==> config.mk <==
export PLATFORM = sky130hd
export DESIGN_NAME = cis_sequencer
export DESIGN_NICKNAME = d
export VERILOG_FILES = /design/src/logic/cis_pkg.sv /design/src/logic/cis_sequencer.sv
export SDC_FILE = /design/constraint.sdc
export NUM_CORES = 1
export LEC_CHECK = 0
export ABC_AREA = 1
export BUFFER_PORTS_ARGS = -buffer_cell sky130_fd_sc_hd__clkbuf_2
export CORE_MARGIN = 3
export CORE_UTILIZATION = 40
export CTS_CLUSTER_DIAMETER = 100
export CTS_CLUSTER_SIZE = 10
export DETAILED_ROUTE_END_ITERATION = 10
export PLACE_DENSITY = 0.7
export SYNTH_ARGS = -nofsm -noshare
export SYNTH_HDL_FRONTEND = slang
export SYNTH_SLANG_ARGS = --single-unit
==> constraint.sdc <==
create_clock -name clk_sys -period 2.45 [get_ports clk_sys]
set_input_delay 0.245 -clock clk_sys [delete_from_list [all_inputs] [get_ports clk_sys]]
set_output_delay 0.245 -clock clk_sys [all_outputs]
set_load 0.01 [all_outputs]
==> src/logic/cis_pkg.sv <==
// constants for the interrupt sequencer: register map, fields, widths
// assumes a 32-bit apb bus and a four-phase instruction cycle
package cis_pkg;
   // -------------------------------------------------------------------
   // register byte offsets
   // -------------------------------------------------------------------
   localparam logic [7:0] OFF_IRQ_CTRL = 8'h00;
   localparam logic [7:0] OFF_PER_EN = 8'h04;
   localparam logic [7:0] OFF_PER_FLAG = 8'h08;
   localparam logic [7:0] OFF_EDGE = 8'h0c;
   localparam logic [7:0] OFF_SEQ_STAT = 8'h10;
   localparam logic [7:0] OFF_EVT_STAT = 8'h14;
   localparam logic [7:0] OFF_EVT_MASK = 8'h18;
   // -------------------------------------------------------------------
   // irq_control_reg fields
   // -------------------------------------------------------------------
   localparam int B_GIE = 7;
   localparam int B_PERIPHERAL_GROUP_ENABLE = 6;
   localparam int B_TMR_EN = 5;
   localparam int B_EXT_EN = 4;
   localparam int B_IOC_EN = 3;
   localparam int B_TMR_FLAG = 2;
   localparam int B_EXT_FLAG = 1;
   localparam int B_IOC_FLAG = 0;
   // event status / mask fields
   localparam int B_EVT_ENTRY = 0;
   localparam int B_EVT_RETURN = 1;
   localparam int B_EVT_WAKE = 2;
   localparam int EVT_W = 3;
   // -------------------------------------------------------------------
   // reset values, vector, widths
   // -------------------------------------------------------------------
   localparam logic [7:0] IRQ_CTRL_RST = 8'h00;
   localparam logic [14:0] IRQ_VECTOR = 15'h0004;
   localparam int PC_W = 15;
   localparam int W_W = 8;
   localparam int STAT_W = 3;
   localparam int BSR_W = 5;
   localparam int FSR_W = 16;
   localparam int PCLATH_W = 7;
   localparam logic [1:0] PHASE_Q1 = 2'h0;
   localparam logic [1:0] PHASE_Q4 = 2'h3;
   // -------------------------------------------------------------------
   // sequencer states
   // -------------------------------------------------------------------
   typedef enum logic [1:0] {
      ST_RUN = 2'b00,
      ST_FLUSH = 2'b01,
      ST_ENTER = 2'b10,
      ST_SLEEP = 2'b11
   } cis_state_t;
endpackage : cis_pkg

==> src/logic/cis_sequencer.sv <==
// interrupt sequencer: flags, enables, entry/return sequencing, sleep wake
// assumes core, peripherals and apb master run on clk_sys; ext pin async
//
// The APB slave port and the address map were chosen for this implementation.
`timescale 1ns/100ps

module cis_sequencer #(
   parameter int NPER = 8,
   parameter logic [NPER-1:0] PER_WAKE_OK = '0
) (
   input wire logic clk_sys,
   input wire logic resetn,
   // apb slave
   input wire logic psel,
   input wire logic penable,
   input wire logic pwrite,
   input wire logic [7:0] paddr,
   input wire logic [31:0] pwdata,
   output logic [31:0] prdata,
   output logic pready,
   output logic pslverr,
   // event sources
   input wire logic timerEvent,
   input wire logic iocAny,
   input wire logic extPin,
   input wire logic [NPER-1:0] perEvent,
   // core side
   input wire logic coreSleep,
   input wire logic returnFromIrq,
   input wire logic [cis_pkg::PC_W-1:0] corePc,
   input wire logic [cis_pkg::W_W-1:0] ctxW,
   input wire logic [cis_pkg::STAT_W-1:0] ctxStatus,
   input wire logic [cis_pkg::BSR_W-1:0] ctxBsr,
   input wire logic [cis_pkg::FSR_W-1:0] ctxFsr0,
   input wire logic [cis_pkg::FSR_W-1:0] ctxFsr1,
   input wire logic [cis_pkg::PCLATH_W-1:0] ctxPclath,
   output logic [1:0] instrPhase,
   output logic flushPrefetch,
   output logic pushPc,
   output logic [cis_pkg::PC_W-1:0] pushAddr,
   output logic loadVector,
   output logic [cis_pkg::PC_W-1:0] vectorAddr,
   output logic popPc,
   output logic restoreCtx,
   output logic wakeUp,
   output logic [cis_pkg::W_W-1:0] shadowW,
   output logic [cis_pkg::STAT_W-1:0] shadowStatus,
   output logic [cis_pkg::BSR_W-1:0] shadowBsr,
   output logic [cis_pkg::FSR_W-1:0] shadowFsr0,
   output logic [cis_pkg::FSR_W-1:0] shadowFsr1,
   output logic [cis_pkg::PCLATH_W-1:0] shadowPclath,
   output logic irq
);
   // -------------------------------------------------------------------
   // declarations
   // -------------------------------------------------------------------
   cis_pkg::cis_state_t state;
   logic [1:0] phase;
   logic q1;
   logic global_irq_enable, peripheral_group_enable, tmrEn, extEn, iocEn;
   logic tmrFlag, extFlag, iocFlag;
   logic extEdgeSelect;
   logic [NPER-1:0] perEn, perFlag;
   logic [2:0] slpEn;
   logic [NPER-1:0] slpPerEn;
   logic wakeHold;
   logic extSync1, extSync2, extPrev, extEdge;
   logic [cis_pkg::EVT_W-1:0] evtStat, evtMask;
   logic wrAcc, setup, hit;
   logic [7:0] irqCtrlView;
   logic request, wakeReq, enterNow, startEntry;

   function automatic logic regWrite(input logic [7:0] off);
      regWrite = wrAcc && (paddr == off);
   endfunction : regWrite

   // -------------------------------------------------------------------
   // instruction phase counter
   // -------------------------------------------------------------------
   always_ff @(posedge clk_sys or negedge resetn) begin
      if (!resetn) begin
         phase <= cis_pkg::PHASE_Q1;
      end else begin
         phase <= phase + 2'h1;
      end
   end
   assign q1 = (phase == cis_pkg::PHASE_Q1);
   assign instrPhase = phase;

   // -------------------------------------------------------------------
   // external pin synchroniser and edge detect
   // -------------------------------------------------------------------
   always_ff @(posedge clk_sys or negedge resetn) begin
      if (!resetn) begin
         extSync1 <= 1'b0;
         extSync2 <= 1'b0;
         extPrev <= 1'b0;
      end else begin
         extSync1 <= extPin;
         extSync2 <= extSync1;
         extPrev <= extSync2;
      end
   end
   // rising when select is one, falling when zero
   assign extEdge = extEdgeSelect ? (extSync2 && !extPrev)
                                  : (!extSync2 && extPrev);

   // -------------------------------------------------------------------
   // apb decode
   // -------------------------------------------------------------------
   assign setup = psel && !penable;
   assign wrAcc = psel && penable && pwrite;
   assign pready = 1'b1;
   assign hit = (paddr == cis_pkg::OFF_IRQ_CTRL)
             || (paddr == cis_pkg::OFF_PER_EN)
             || (paddr == cis_pkg::OFF_PER_FLAG)
             || (paddr == cis_pkg::OFF_EDGE)
             || (paddr == cis_pkg::OFF_SEQ_STAT)
             || (paddr == cis_pkg::OFF_EVT_STAT)
             || (paddr == cis_pkg::OFF_EVT_MASK);

   always_ff @(posedge clk_sys or negedge resetn) begin
      if (!resetn) begin
         pslverr <= 1'b0;
      end else if (setup) begin
         pslverr <= !hit;
      end
   end

   assign irqCtrlView = {global_irq_enable, peripheral_group_enable, tmrEn, extEn, iocEn,
                         tmrFlag, extFlag, iocFlag};

   // read data captured in setup, held through access
   always_ff @(posedge clk_sys or negedge resetn) begin
      if (!resetn) begin
         prdata <= 32'h0000_0000;
      end else if (setup) begin
         case (paddr)
            cis_pkg::OFF_IRQ_CTRL: prdata <= {24'h00_0000, irqCtrlView};
            cis_pkg::OFF_PER_EN: prdata <= 32'(perEn);
            cis_pkg::OFF_PER_FLAG: prdata <= 32'(perFlag);
            cis_pkg::OFF_EDGE: prdata <= {31'h0, extEdgeSelect};
            cis_pkg::OFF_SEQ_STAT: prdata <= {26'h000_0000, wakeHold,
                                              coreSleep, 2'(state), phase};
            cis_pkg::OFF_EVT_STAT: prdata <= 32'(evtStat);
            cis_pkg::OFF_EVT_MASK: prdata <= 32'(evtMask);
            default: prdata <= 32'h0000_0000;
         endcase
      end
   end

   // -------------------------------------------------------------------
   // enables and edge select
   // -------------------------------------------------------------------
   always_ff @(posedge clk_sys or negedge resetn) begin
      if (!resetn) begin
         peripheral_group_enable <= cis_pkg::IRQ_CTRL_RST[cis_pkg::B_PERIPHERAL_GROUP_ENABLE];
         tmrEn <= cis_pkg::IRQ_CTRL_RST[cis_pkg::B_TMR_EN];
         extEn <= cis_pkg::IRQ_CTRL_RST[cis_pkg::B_EXT_EN];
         iocEn <= cis_pkg::IRQ_CTRL_RST[cis_pkg::B_IOC_EN];
         perEn <= '0;
         extEdgeSelect <= 1'b0;
      end else begin
         if (regWrite(cis_pkg::OFF_IRQ_CTRL)) begin
            peripheral_group_enable <= pwdata[cis_pkg::B_PERIPHERAL_GROUP_ENABLE];
            tmrEn <= pwdata[cis_pkg::B_TMR_EN];
            extEn <= pwdata[cis_pkg::B_EXT_EN];
            iocEn <= pwdata[cis_pkg::B_IOC_EN];
         end
         if (regWrite(cis_pkg::OFF_PER_EN)) begin
            perEn <= pwdata[NPER-1:0];
         end
         if (regWrite(cis_pkg::OFF_EDGE)) begin
            extEdgeSelect <= pwdata[0];
         end
      end
   end

   // global enable: reset clears, entry clears, return sets
   always_ff @(posedge clk_sys or negedge resetn) begin
      if (!resetn) begin
         global_irq_enable <= cis_pkg::IRQ_CTRL_RST[cis_pkg::B_GIE];
      end else if (returnFromIrq) begin
         global_irq_enable <= 1'b1;
      end else if (enterNow) begin
         global_irq_enable <= 1'b0;
      end else if (regWrite(cis_pkg::OFF_IRQ_CTRL)) begin
         global_irq_enable <= pwdata[cis_pkg::B_GIE];
      end
   end

   // -------------------------------------------------------------------
   // flags: timer, ext and peripheral set by events whatever the enables, event beats clear; ioc flag follows iocAny
   // -------------------------------------------------------------------
   always_ff @(posedge clk_sys or negedge resetn) begin
      if (!resetn) begin
         tmrFlag <= 1'b0;
         extFlag <= 1'b0;
         iocFlag <= 1'b0;
         perFlag <= '0;
      end else begin
         iocFlag <= iocAny;
         if (timerEvent) begin
            tmrFlag <= 1'b1;
         end else if (regWrite(cis_pkg::OFF_IRQ_CTRL)) begin
            tmrFlag <= pwdata[cis_pkg::B_TMR_FLAG];
         end
         if (extEdge) begin
            extFlag <= 1'b1;
         end else if (regWrite(cis_pkg::OFF_IRQ_CTRL)) begin
            extFlag <= pwdata[cis_pkg::B_EXT_FLAG];
         end
         if (regWrite(cis_pkg::OFF_PER_FLAG)) begin
            perFlag <= pwdata[NPER-1:0] | perEvent;
         end else begin
            perFlag <= perFlag | perEvent;
         end
      end
   end

   // -------------------------------------------------------------------
   // request and wake terms
   // -------------------------------------------------------------------
   assign request = global_irq_enable && ((tmrFlag && tmrEn) || (extFlag && extEn)
                   || (iocFlag && iocEn)
                   || (peripheral_group_enable && |(perFlag & perEn)));
   // only enables held at sleep entry, only clockless-capable sources
   assign wakeReq = (extFlag && slpEn[1]) || (iocFlag && slpEn[0])
                 || |(perFlag & slpPerEn & PER_WAKE_OK);
   // sampled once per cycle at Q1, so ext flag set Q4-Q1 is seen
   assign startEntry = (state == cis_pkg::ST_RUN) && q1 && !coreSleep
                    && !wakeHold && request;
   assign enterNow = (state == cis_pkg::ST_FLUSH) && q1;

   // -------------------------------------------------------------------
   // sequencer
   // -------------------------------------------------------------------
   always_ff @(posedge clk_sys or negedge resetn) begin
      if (!resetn) begin
         state <= cis_pkg::ST_RUN;
      end else begin
         case (state)
            cis_pkg::ST_RUN: begin
               // stale sleep level in the clock after wake is ignored
               if (q1 && coreSleep && !wakeHold) begin
                  state <= cis_pkg::ST_SLEEP;
               end else if (startEntry) begin
                  state <= cis_pkg::ST_FLUSH;
               end
            end
            cis_pkg::ST_FLUSH: begin
               if (q1) begin
                  state <= cis_pkg::ST_ENTER;
               end
            end
            cis_pkg::ST_ENTER: begin
               if (q1) begin
                  state <= cis_pkg::ST_RUN;
               end
            end
            cis_pkg::ST_SLEEP: begin
               if (wakeReq || !coreSleep) begin
                  state <= cis_pkg::ST_RUN;
               end
            end
            default: state <= cis_pkg::ST_RUN;
         endcase
      end
   end

   // enables captured on the way into sleep
   always_ff @(posedge clk_sys or negedge resetn) begin
      if (!resetn) begin
         slpEn <= 3'h0;
         slpPerEn <= '0;
      end else if (state == cis_pkg::ST_RUN && q1 && coreSleep
                   && !wakeHold) begin
         slpEn <= {tmrEn, extEn, iocEn};
         slpPerEn <= perEn & {NPER{peripheral_group_enable}};
      end
   end

   // skip the first Q1 after wake so the next instruction runs
   always_ff @(posedge clk_sys or negedge resetn) begin
      if (!resetn) begin
         wakeHold <= 1'b0;
      end else if (state == cis_pkg::ST_SLEEP && wakeReq) begin
         wakeHold <= 1'b1;
      end else if (q1) begin
         wakeHold <= 1'b0;
      end
   end

   // -------------------------------------------------------------------
   // core strobes, one clock wide
   // -------------------------------------------------------------------
   always_ff @(posedge clk_sys or negedge resetn) begin
      if (!resetn) begin
         flushPrefetch <= 1'b0;
         pushPc <= 1'b0;
         pushAddr <= '0;
         loadVector <= 1'b0;
         vectorAddr <= '0;
         popPc <= 1'b0;
         restoreCtx <= 1'b0;
         wakeUp <= 1'b0;
      end else begin
         flushPrefetch <= startEntry;
         pushPc <= enterNow;
         loadVector <= enterNow;
         if (enterNow) begin
            pushAddr <= corePc;
            vectorAddr <= cis_pkg::IRQ_VECTOR;
         end
         popPc <= returnFromIrq;
         restoreCtx <= returnFromIrq;
         wakeUp <= (state == cis_pkg::ST_SLEEP) && wakeReq;
      end
   end

   // -------------------------------------------------------------------
   // context shadow
   // -------------------------------------------------------------------
   always_ff @(posedge clk_sys or negedge resetn) begin
      if (!resetn) begin
         shadowW <= '0;
         shadowStatus <= '0;
         shadowBsr <= '0;
         shadowFsr0 <= '0;
         shadowFsr1 <= '0;
         shadowPclath <= '0;
      end else if (enterNow) begin
         shadowW <= ctxW;
         shadowStatus <= ctxStatus;
         shadowBsr <= ctxBsr;
         shadowFsr0 <= ctxFsr0;
         shadowFsr1 <= ctxFsr1;
         shadowPclath <= ctxPclath;
      end
   end

   // -------------------------------------------------------------------
   // sequencer event status, mask and interrupt line
   // -------------------------------------------------------------------
   always_ff @(posedge clk_sys or negedge resetn) begin
      if (!resetn) begin
         evtMask <= '0;
      end else if (regWrite(cis_pkg::OFF_EVT_MASK)) begin
         evtMask <= pwdata[cis_pkg::EVT_W-1:0];
      end
   end

   always_ff @(posedge clk_sys or negedge resetn) begin
      if (!resetn) begin
         evtStat <= '0;
      end else begin
         // write one clears, a new event in the same cycle wins
         evtStat <= (regWrite(cis_pkg::OFF_EVT_STAT)
                     ? (evtStat & ~pwdata[cis_pkg::EVT_W-1:0]) : evtStat)
                  | {(state == cis_pkg::ST_SLEEP) && wakeReq,
                     returnFromIrq, enterNow};
      end
   end

   assign irq = |(evtStat & evtMask);
endmodule : cis_sequencer

==> impl_results.html, run 1 <==
<table>
<tr><th>Metric</th><th>Value</th></tr>
<tr><th colspan="2">Outcome</th></tr>
<tr><td>Run status</td><td>complete, no violations</td></tr>
<tr><th colspan="2">Logic synthesis</th></tr>
<tr><td>Biggest area consumer among synthesized cells</td><td>dfrtp_1</td></tr>
<tr><td>Avg Synthesized Cell Area</td><td>8.39 µm²</td></tr>
<tr><td>Gate Count Post-Synth</td><td>approximately 670</td></tr>
<tr><td>Synth area leaders</td><td>dfrtp_1, nand2_1, buf_4</td></tr>
<tr><td>Mapped Area</td><td>approximately 5600 µm²</td></tr>
<tr><td>Main synth FF type</td><td>dfrtp_1</td></tr>
<tr><td>Number of enable flip-flop cells after synthesis</td><td>0</td></tr>
<tr><td>Top cell type's share of synthesized area</td><td>0.558</td></tr>
<tr><td>Number of library cell types mapped by synthesis</td><td>29</td></tr>
<tr><td>Async SR Flop Fraction</td><td>1.00</td></tr>
<tr><td>Number of synthesized register bits</td><td>approximately 130</td></tr>
<tr><td>Warnings, synthesis</td><td>0</td></tr>
<tr><td>Sequential cell area fraction in the yosys report</td><td>0.558</td></tr>
<tr><th colspan="2">Clock network</th></tr>
<tr><td>Clock Tree Root</td><td>clkbuf_16</td></tr>
<tr><td>Clock Tree Buf Depth</td><td>2</td></tr>
<tr><td>Count of instances resized after the clock tree is built</td><td>0</td></tr>
<tr><td>Post-cts hold buffer count</td><td>4</td></tr>
<tr><td>Worst-path clk slew</td><td>around 60 ps</td></tr>
<tr><td>Number of buffers inserted during clock tree synthesis</td><td>17</td></tr>
<tr><td>H-tree lvl count</td><td>4</td></tr>
<tr><td>TritonCTS clock tree</td><td>yes</td></tr>
<tr><td>Clock insertion delay at the later pin of the skew report</td><td>420 ps</td></tr>
<tr><td>Setup fix buffers added after clock tree synthesis</td><td>0</td></tr>
<tr><td>CTS sink cnt</td><td>between 100 and 150</td></tr>
<tr><th colspan="2">Floorplanning</th></tr>
<tr><td>Initial Utilization</td><td>0.416</td></tr>
<tr><td>Die Area</td><td>15,500 µm²</td></tr>
<tr><td>Die height</td><td>approximately 120 µm</td></tr>
<tr><td>Total I/O pin count</td><td>256</td></tr>
<tr><td>Chip Width</td><td>124 µm</td></tr>
<tr><td>Number of rows in the core area</td><td>42</td></tr>
<tr><td>Area of the core</td><td>between 10,000 and 15,000 µm²</td></tr>
<tr><th colspan="2">Route</th></tr>
<tr><td>Wire length per cell after detailed routing</td><td>between 10 and 15 µm</td></tr>
<tr><td>Drt first-iter violations</td><td>approximately 260</td></tr>
<tr><td>Via-per-instance ratio</td><td>~4.4</td></tr>
<tr><td>DRT Wirelength</td><td>between 10 and 15 mm</td></tr>
<tr><td>DRT antenna net count</td><td>0</td></tr>
<tr><td>Via count</td><td>roughly 4,700</td></tr>
<tr><td>Number of remaining DRC errors</td><td>0</td></tr>
<tr><td>DR pass1 iterations</td><td>5</td></tr>
<tr><th colspan="2">Global routing</th></tr>
<tr><td>Initial antenna violation count</td><td>0</td></tr>
<tr><td>Number of global-route vias before repair</td><td>between 4,000 and 5,000</td></tr>
<tr><td>Global routing met3 resource utilization</td><td>0.0793</td></tr>
<tr><td>Met1 usage in global routing</td><td>0.234</td></tr>
<tr><td>Global-route wire length before repair</td><td>approximately 23 mm</td></tr>
<tr><td>Total global routing track utilization</td><td>0.186</td></tr>
<tr><td>Global-route layer with the greatest usage</td><td>met2</td></tr>
<tr><td>Met2 capacity usage during global routing</td><td>0.289</td></tr>
<tr><td>Global route overflow</td><td>0</td></tr>
<tr><td>Pin count of the biggest net entering global routing</td><td>73</td></tr>
<tr><th colspan="2">Worst setup path</th></tr>
<tr><td>Critical R2R Capture</td><td>pushAddr[9]</td></tr>
<tr><td>Worst setup path class</td><td>flop to flop</td></tr>
<tr><td>Max FO, Critical Path</td><td>72</td></tr>
<tr><td>Data arrival time of the critical path</td><td>between 2000 and 2500 ps</td></tr>
<tr><td>Cells on worst reg2reg path</td><td>7</td></tr>
<tr><td>Endpoint class of the critical path</td><td>flop</td></tr>
<tr><td>Flop-to-flop setup slack</td><td>roughly 650 ps</td></tr>
<tr><td>Worst Setup EP</td><td>pushAddr[9]</td></tr>
<tr><td>Reg-to-reg startpoint</td><td>instrPhase[0]</td></tr>
<tr><td>Worst EP required</td><td>2800 ps</td></tr>
<tr><td>Startpoint Class</td><td>flop</td></tr>
<tr><td>Start point of the critical path</td><td>instrPhase[0]</td></tr>
<tr><th colspan="2">Finish</th></tr>
<tr><td>Fillcell total</td><td>about 1,300</td></tr>
<tr><td>Nets</td><td>999</td></tr>
<tr><td>Antenna cells</td><td>0</td></tr>
<tr><td>Final cell area excluding filler cells</td><td>about 7200 µm²</td></tr>
<tr><td>Proportion of layout cells with a drive suffix above 1</td><td>0.282</td></tr>
<tr><td>Signed area change from the synthesized netlist to the final layout</td><td>28.4%</td></tr>
<tr><td>Number of standard cells in the final layout excluding fillers</td><td>1,058</td></tr>
<tr><th colspan="2">Pwr</th></tr>
<tr><td>Static power due to leakage</td><td>0.00412 µW</td></tr>
<tr><td>Portion of total power attributed to sequential cells</td><td>0.428</td></tr>
<tr><td>Power per cell area</td><td>between 900 and 1000 nW/µm²</td></tr>
<tr><td>Clock power frac</td><td>0.323</td></tr>
<tr><td>Internal power</td><td>between 4000 and 5000 µW</td></tr>
<tr><td>P_sw</td><td>2350 µW</td></tr>
<tr><td>Fraction of power spent switching nets</td><td>0.328</td></tr>
<tr><td>Worst VDD drop</td><td>0.604 mV</td></tr>
<tr><td>Share of power burned in combinational logic</td><td>0.249</td></tr>
<tr><th colspan="2">STA</th></tr>
<tr><td>Hold Fails Final Rpt</td><td>0</td></tr>
<tr><td>Total setup violations reported at the end of the flow</td><td>0</td></tr>
<tr><td>Final worst slack</td><td>roughly 650 ps</td></tr>
<tr><td>Setup TNS</td><td>0 ps</td></tr>
<tr><td>Setup skew after layout</td><td>~8.3 ps</td></tr>
<tr><td>Final worst path period need</td><td>approximately 1800 ps</td></tr>
<tr><td>Slew at the pin with the worst max-slew slack</td><td>approximately 700 ps</td></tr>
<tr><td>Max Slew Vio Count</td><td>0</td></tr>
<tr><td>Period Utilization, post-route</td><td>0.734</td></tr>
<tr><td>Highest clock frequency the design can meet</td><td>roughly 0.56 GHz</td></tr>
<tr><td>Unrepaired setup endpoints after global routing</td><td>no</td></tr>
<tr><td>Slew margin rel.</td><td>0.531</td></tr>
<tr><th colspan="2">Place</th></tr>
<tr><td>RePlAce Congestion</td><td>just over 0.8</td></tr>
<tr><td>Half-perimeter wire length of the detailed placement result</td><td>10.4 mm</td></tr>
<tr><td>Count of port buffers added during placement</td><td>about 190</td></tr>
<tr><td>Minimum setup slack after placement</td><td>between 600 and 700 ps</td></tr>
<tr><td>Cell total after placement</td><td>1,023</td></tr>
<tr><td>Total placed instance area</td><td>6610 µm²</td></tr>
<tr><th colspan="2">Min path</th></tr>
<tr><td>Kind of path behind the tightest hold check</td><td>input pin to flop</td></tr>
<tr><th colspan="2">Run</th></tr>
<tr><td>Maxcap violations</td><td>0</td></tr>
</table>
[layer usage]
layer / vias to the layer above / part of all wire
met5: - / 0
met1: 2112 / 0.43
met3: 17 / 0.086
met2: 169 / 0.47
li1: 2381 / -
met4: 0 / 0.015
[layout make-up]
class / instances / area [µm²] / area share
inverter: 40 / 150 / 0.0209
sequential: 125 / 3130 / 0.435
tap: 176 / 220 / 0.0306
timing repair buffer: 204 / 1090 / 0.151
clock buffer: 21 / 450 / 0.0626
multi-input combinational: 482 / 2070 / 0.287
clock inverter: 10 / 92.6 / 0.0129
[cells by family (layout without fill, tap and decap cells)]
family	count (synthesis)	in the layout	share of synthesized area
adders and majority gates	1	1	0.00223
AOI/OAI and AO/OA	50	50	0.0476
DFF	125	125	0.558
buffers and inverters	98	275	0.0987
other	2	39	0.00134
and+or+nand+nor	392	392	0.292
[through the flow]
step / hold WS, ps / power, µW / util
after floorplan: -50.6 / 3980 / -
after global placement: 242 / 4860 / 0.492
after detailed placement: 249 / 4920 / 0.492
after CTS: 4.73 / 7280 / 0.535
after global routing: 7.20 / 7640 / 0.535
final: 22.9 / 7190 / 0.535
[sequential cells by signal (all words and copies together), names as in the netlist, 3 cells and up]
| name | flops |
|---|---|
| evtMask | 3 |
| shadowFsr1 | 16 |
| pushAddr | 15 |
| perFlag | 8 |
| shadowW | 8 |
| perEn | 8 |
| evtStat | 3 |
| shadowStatus | 3 |
| shadowPclath | 7 |
| shadowFsr0 | 16 |
| shadowBsr | 5 |
| prdata | 8 |
[synthesized netlist by cell type (6+ instances only)]
| cell | count |
|---|---|
| o21ai_0 | 13 |
| nor2_1 | 21 |
| buf_4 | 41 |
| o21ai_1 | 22 |
| dfrtp_1 | 125 |
| clkbuf_1 | 7 |
| a21oi_1 | 10 |
| buf_2 | 7 |
| nand2_1 | 339 |
| inv_1 | 37 |
| nand4_1 | 6 |
| nand3_1 | 6 |
[power by group through the flow]
stage | Sequential (µW) | Combinational [µW] | Clock, µW
3_3_place_gp | 3080 | 1780 | 0
4_1_cts | 3080 | 1830 | 2370
5_1_grt | 3160 | 2010 | 2470
2_1_floorplan | 3320 | 658 | 0
3_5_place_dp | 3080 | 1840 | 0
6_report | 3080 | 1790 | 2320
[worst max-delay path, cell delays in order, from the launching register on]
cell     delay, ps
dfrtp_1        410
inv_1           90
ha_1           190
inv_1          100
nor2_4         120
buf_4          570
nand2_1        130
nand2_1        110
[worst min path at each step]
stage                          endpoint       start  cells after the start  slack (ps)
after floorplan              evtMask[0]      resetn                      0         -50
after global placement       perFlag[2]      resetn                      1         240
after detailed placement      prdata[2]      resetn                      1         250
after CTS                 shadowFsr0[5]  ctxFsr0[5]                      3           5
after global routing        pushAddr[4]   corePc[4]                      3           7
final                     shadowFsr0[5]  ctxFsr0[5]                      3          20
[placed cells by master (no fill, tap or decap), types with 4 or more instances in the layout]
master,Yosys,layout
clkbuf_2,0,191
nand2_1,339,339
clkbuf_16,0,17
o21ai_1,22,22
nand3_1,6,6
clkinv_2,0,4
dlygate4sd3_1,0,4
inv_1,37,37
o21ai_0,13,13
a21oi_1,10,10
nor2_4,3,4
nor2_1,21,21
dfrtp_1,125,125
conb_1,2,39
buf_4,41,7
nand4_1,6,6
No activity file was read; power rests on OpenSTA's default activity.
==> run 2, diff against run 1 <==
--- a/config.mk
+++ b/config.mk
@@ -12,7 +12,7 @@
 export CTS_CLUSTER_DIAMETER = 100
 export CTS_CLUSTER_SIZE = 10
 export DETAILED_ROUTE_END_ITERATION = 10
-export PLACE_DENSITY = 0.7
+export PLACE_DENSITY = 0.73
 export SYNTH_ARGS = -nofsm -noshare
 export SYNTH_HDL_FRONTEND = slang
 export SYNTH_SLANG_ARGS = --single-unit
==> constraint.sdc (replaced) <==
create_clock -name clk_sys -period 1.65 [get_ports clk_sys]
set_input_delay 0.165 -clock clk_sys [delete_from_list [all_inputs] [get_ports clk_sys]]
set_output_delay 0.165 -clock clk_sys [all_outputs]
set_load 0.01 [all_outputs]
==> impl_results.html, run 2 (same netlist as run 1, synthesis figures left out) <==
<table>
<tr><th>Metric</th><th>Value</th></tr>
<tr><th colspan="2">STA</th></tr>
<tr><td>Setup skew after layout</td><td>9.63 ps (+1.30 ps)</td></tr>
<tr><td>Final worst path period need</td><td>1530 ps (-263 ps)</td></tr>
<tr><td>Unrepaired setup endpoints after global routing</td><td>no</td></tr>
<tr><td>Highest clock frequency the design can meet</td><td>0.652 GHz (+17%)</td></tr>
<tr><td>Period Utilization, post-route</td><td>0.930 (+0.196)</td></tr>
<tr><td>Hold Fails Final Rpt</td><td>0 (unchanged)</td></tr>
<tr><td>Total setup violations reported at the end of the flow</td><td>0 (unchanged)</td></tr>
<tr><td>Max Slew Vio Count</td><td>0 (unchanged)</td></tr>
<tr><td>Setup TNS</td><td>0 ps (unchanged)</td></tr>
<tr><th colspan="2">Pwr</th></tr>
<tr><td>Worst VDD drop</td><td>0.787 mV (+30%)</td></tr>
<tr><td>Power per cell area</td><td>1420 nW/µm² (+42%)</td></tr>
<tr><td>Static power due to leakage</td><td>0.00454 µW (+10%)</td></tr>
<tr><th colspan="2">Finish</th></tr>
<tr><td>Top flop regs</td><td>shadowFsr0 x16, shadowFsr1 x16, pushAddr x15</td></tr>
<tr><td>Signed area change from the synthesized netlist to the final layout</td><td>46.7%</td></tr>
<tr><td>Highest-count cells in the layout ignoring fill and taps</td><td>nand2_1, clkbuf_2, dfrtp_1</td></tr>
<tr><td>Antenna cells</td><td>0 (unchanged)</td></tr>
<tr><td>Proportion of layout cells with a drive suffix above 1</td><td>0.266 (-0.0163)</td></tr>
<tr><td>Nets</td><td>1,082 (+8.3%)</td></tr>
<tr><td>Commonest non-fill, non-tap cell in the layout</td><td>nand2_1</td></tr>
<tr><td>Number of standard cells in the final layout excluding fillers</td><td>1,142 (+7.9%)</td></tr>
<tr><th colspan="2">Worst setup path</th></tr>
<tr><td>Startpoint Class</td><td>flop</td></tr>
<tr><td>Flop-to-flop setup slack</td><td>120 ps (-540 ps)</td></tr>
<tr><td>Worst EP required</td><td>1950 ps (-850 ps)</td></tr>
<tr><td>Count of buffer and inverter cells on the critical path</td><td>4 (+1)</td></tr>
<tr><td>Worst setup path class</td><td>flop to flop</td></tr>
<tr><td>Critical Path, Cell by Cell</td><td>inv_1, ha_1, inv_2, nor2_4, buf_4, clkbuf_16, or2_2</td></tr>
<tr><td>Endpoint class of the critical path</td><td>flop</td></tr>
<tr><td>Max FO, Critical Path</td><td>11 (-85%)</td></tr>
<tr><td>Reg-to-reg startpoint</td><td>instrPhase[0]</td></tr>
<tr><td>Critical R2R Capture</td><td>vectorAddr[2]</td></tr>
<tr><td>Cells on worst reg2reg path</td><td>7 (unchanged)</td></tr>
<tr><td>Gate family responsible for the most delay along the worst path</td><td>buffers and inverters</td></tr>
<tr><td>Slowest stage delay, CP</td><td>380 ps (-190 ps)</td></tr>
<tr><td>Crit-path slowest cell</td><td>dfrtp_1</td></tr>
<tr><td>Data arrival time of the critical path</td><td>1830 ps (-320 ps)</td></tr>
<tr><th colspan="2">Place</th></tr>
<tr><td>RePlAce Congestion</td><td>0.837 (+2.7%)</td></tr>
<tr><td>Count of port buffers added during placement</td><td>192 (unchanged)</td></tr>
<tr><td>Half-perimeter wire length of the detailed placement result</td><td>10.3 mm (-1.2%)</td></tr>
<tr><td>Cell total after placement</td><td>1,024 (+0.098%)</td></tr>
<tr><th colspan="2">Run</th></tr>
<tr><td>Maxcap violations</td><td>0 (unchanged)</td></tr>
<tr><th colspan="2">Outcome</th></tr>
<tr><td>Run status</td><td>complete, no violations</td></tr>
<tr><th colspan="2">Floorplanning</th></tr>
<tr><td>Die Area</td><td>15,500 µm² (unchanged)</td></tr>
<tr><td>Chip Width</td><td>124 µm (unchanged)</td></tr>
<tr><td>Die height</td><td>124 µm (unchanged)</td></tr>
<tr><td>Area of the core</td><td>13,500 µm² (unchanged)</td></tr>
<tr><td>Number of rows in the core area</td><td>42 (unchanged)</td></tr>
<tr><td>Initial Utilization</td><td>0.416 (unchanged)</td></tr>
<tr><td>Total I/O pin count</td><td>256 (unchanged)</td></tr>
<tr><th colspan="2">Route</th></tr>
<tr><td>Wire length per cell after detailed routing</td><td>14.1 µm (+5.3%)</td></tr>
<tr><td>Via-per-instance ratio</td><td>4.57 (+3.4%)</td></tr>
<tr><td>DRT antenna net count</td><td>0 (unchanged)</td></tr>
<tr><td>Metal2 WL</td><td>7.77 mm (+17%)</td></tr>
<tr><td>Top routing layer in use</td><td>met4</td></tr>
<tr><td>Via count</td><td>5,220 (+12%)</td></tr>
<tr><td>Post-Route M1 WL</td><td>6.66 mm (+9.3%)</td></tr>
<tr><td>DR pass1 iterations</td><td>5 (unchanged)</td></tr>
<tr><td>Drt first-iter violations</td><td>331 (+29%)</td></tr>
<tr><td>Met3 Wirelength</td><td>1.30 mm (+6.1%)</td></tr>
<tr><td>Number of remaining DRC errors</td><td>0 (unchanged)</td></tr>
<tr><td>DRT Wirelength</td><td>16.1 mm (+14%)</td></tr>
<tr><th colspan="2">Min path</th></tr>
<tr><td>Kind of path behind the tightest hold check</td><td>input pin to flop</td></tr>
<tr><td>Worst Hold Path EP</td><td>peripheral_group_enable</td></tr>
<tr><td>Cell count of the worst hold path</td><td>3 (unchanged)</td></tr>
<tr><td>Source of the worst hold timing path</td><td>pwdata[6]</td></tr>
<tr><th colspan="2">Clock network</th></tr>
<tr><td>Clock insertion delay at the later pin of the skew report</td><td>420 ps (about the same)</td></tr>
<tr><td>Clock Tree Buf Depth</td><td>2 (unchanged)</td></tr>
<tr><td>TritonCTS clock tree</td><td>yes</td></tr>
<tr><td>Worst-path clk slew</td><td>60 ps (about the same)</td></tr>
<tr><td>Clock Tree Root</td><td>clkbuf_16</td></tr>
<tr><td>H-tree lvl count</td><td>4 (unchanged)</td></tr>
<tr><td>Number of buffers inserted during clock tree synthesis</td><td>17 (unchanged)</td></tr>
<tr><td>CTS sink cnt</td><td>125 (unchanged)</td></tr>
<tr><th colspan="2">Global routing</th></tr>
<tr><td>Total global routing track utilization</td><td>0.210 (+0.0239)</td></tr>
<tr><td>Global route overflow</td><td>0 (unchanged)</td></tr>
<tr><td>Initial antenna violation count</td><td>0 (unchanged)</td></tr>
<tr><td>Number of global-route vias before repair</td><td>5,265 (+15%)</td></tr>
<tr><td>Pin count of the biggest net entering global routing</td><td>75 (+2.7%)</td></tr>
<tr><td>Global-route wire length before repair</td><td>26.2 mm (+13%)</td></tr>
</table>
## run 2: cell types whose count changed in the layout (fill, tap and decap cells not counted), sizes merged
cell and change:
bufinv +4, clkinvlp +2, clkinv -3, dlygate4sd3 +80, buf +2, clkbuf -1
## run 2: how the worst max path moves through the flow
stage,start,end,depth (start not counted)
after floorplan,instrPhase[0],pushAddr[0],8
after global placement,instrPhase[0],shadowFsr0[2],8
after detailed placement,instrPhase[0],shadowFsr0[8],8
after CTS,instrPhase[0],shadowFsr0[8],8
after global routing,instrPhase[0],vectorAddr[2],7
final,instrPhase[0],vectorAddr[2],7
## run 2: power by group
group	total [µW]	switching (µW)	leakage, µW	internal (µW)
Sequential	4590	587	0.00152	4000
Combinational	2890	1690	0.00271	1200
Clock	4180	1420	0.000316	2770
Total	11700	3690	0.00454	7970
## run 2: metrics by stage
stage	power [µW]	area, µm²	setup slack, ps	hold WS [ps]	util
final	11700	8220	116	25.1	0.611
after global routing	12300	8220	22.3	30.1	0.611
after CTS	11700	8180	99.3	1.48	0.608
after detailed placement	7270	6670	113	190	0.496
after global placement	7190	6670	167	197	0.496
after floorplan	5910	5740	172	-131	-
## run 2: routing by layer
metal | vias up | track usage
met5 | - | 0
met4 | 0 | 0.0870
met3 | 29 | 0.0635
met2 | 234 | 0.351
met1 | 2412 | 0.252
li1 | 2545 | -
## run 2: what timing repair did
action | CTS | global route
setup endpoints to repair | 0 | 25
hold buffers | 84 | 0
endpoints found under the hold margin | 210 | 0
buffers inserted | 0 | 1
gates resized for setup | 0 | 2
## run 2: area by class of cell
type	instances	area [µm²]
multi-input combinational	482	2070
fill	1128	5240
clock buffer	19	453
tap	176	220
inverter	40	150
timing repair buffer	287	1990
sequential	125	3130
clock inverter	13	213
## run 2: tightest hold or removal path: cells and delay by family
| family | cells | cell delay [ps] |
|---|---|---|
| buf+inv | 2 | 160 |
| compound gates | 1 | 70 |
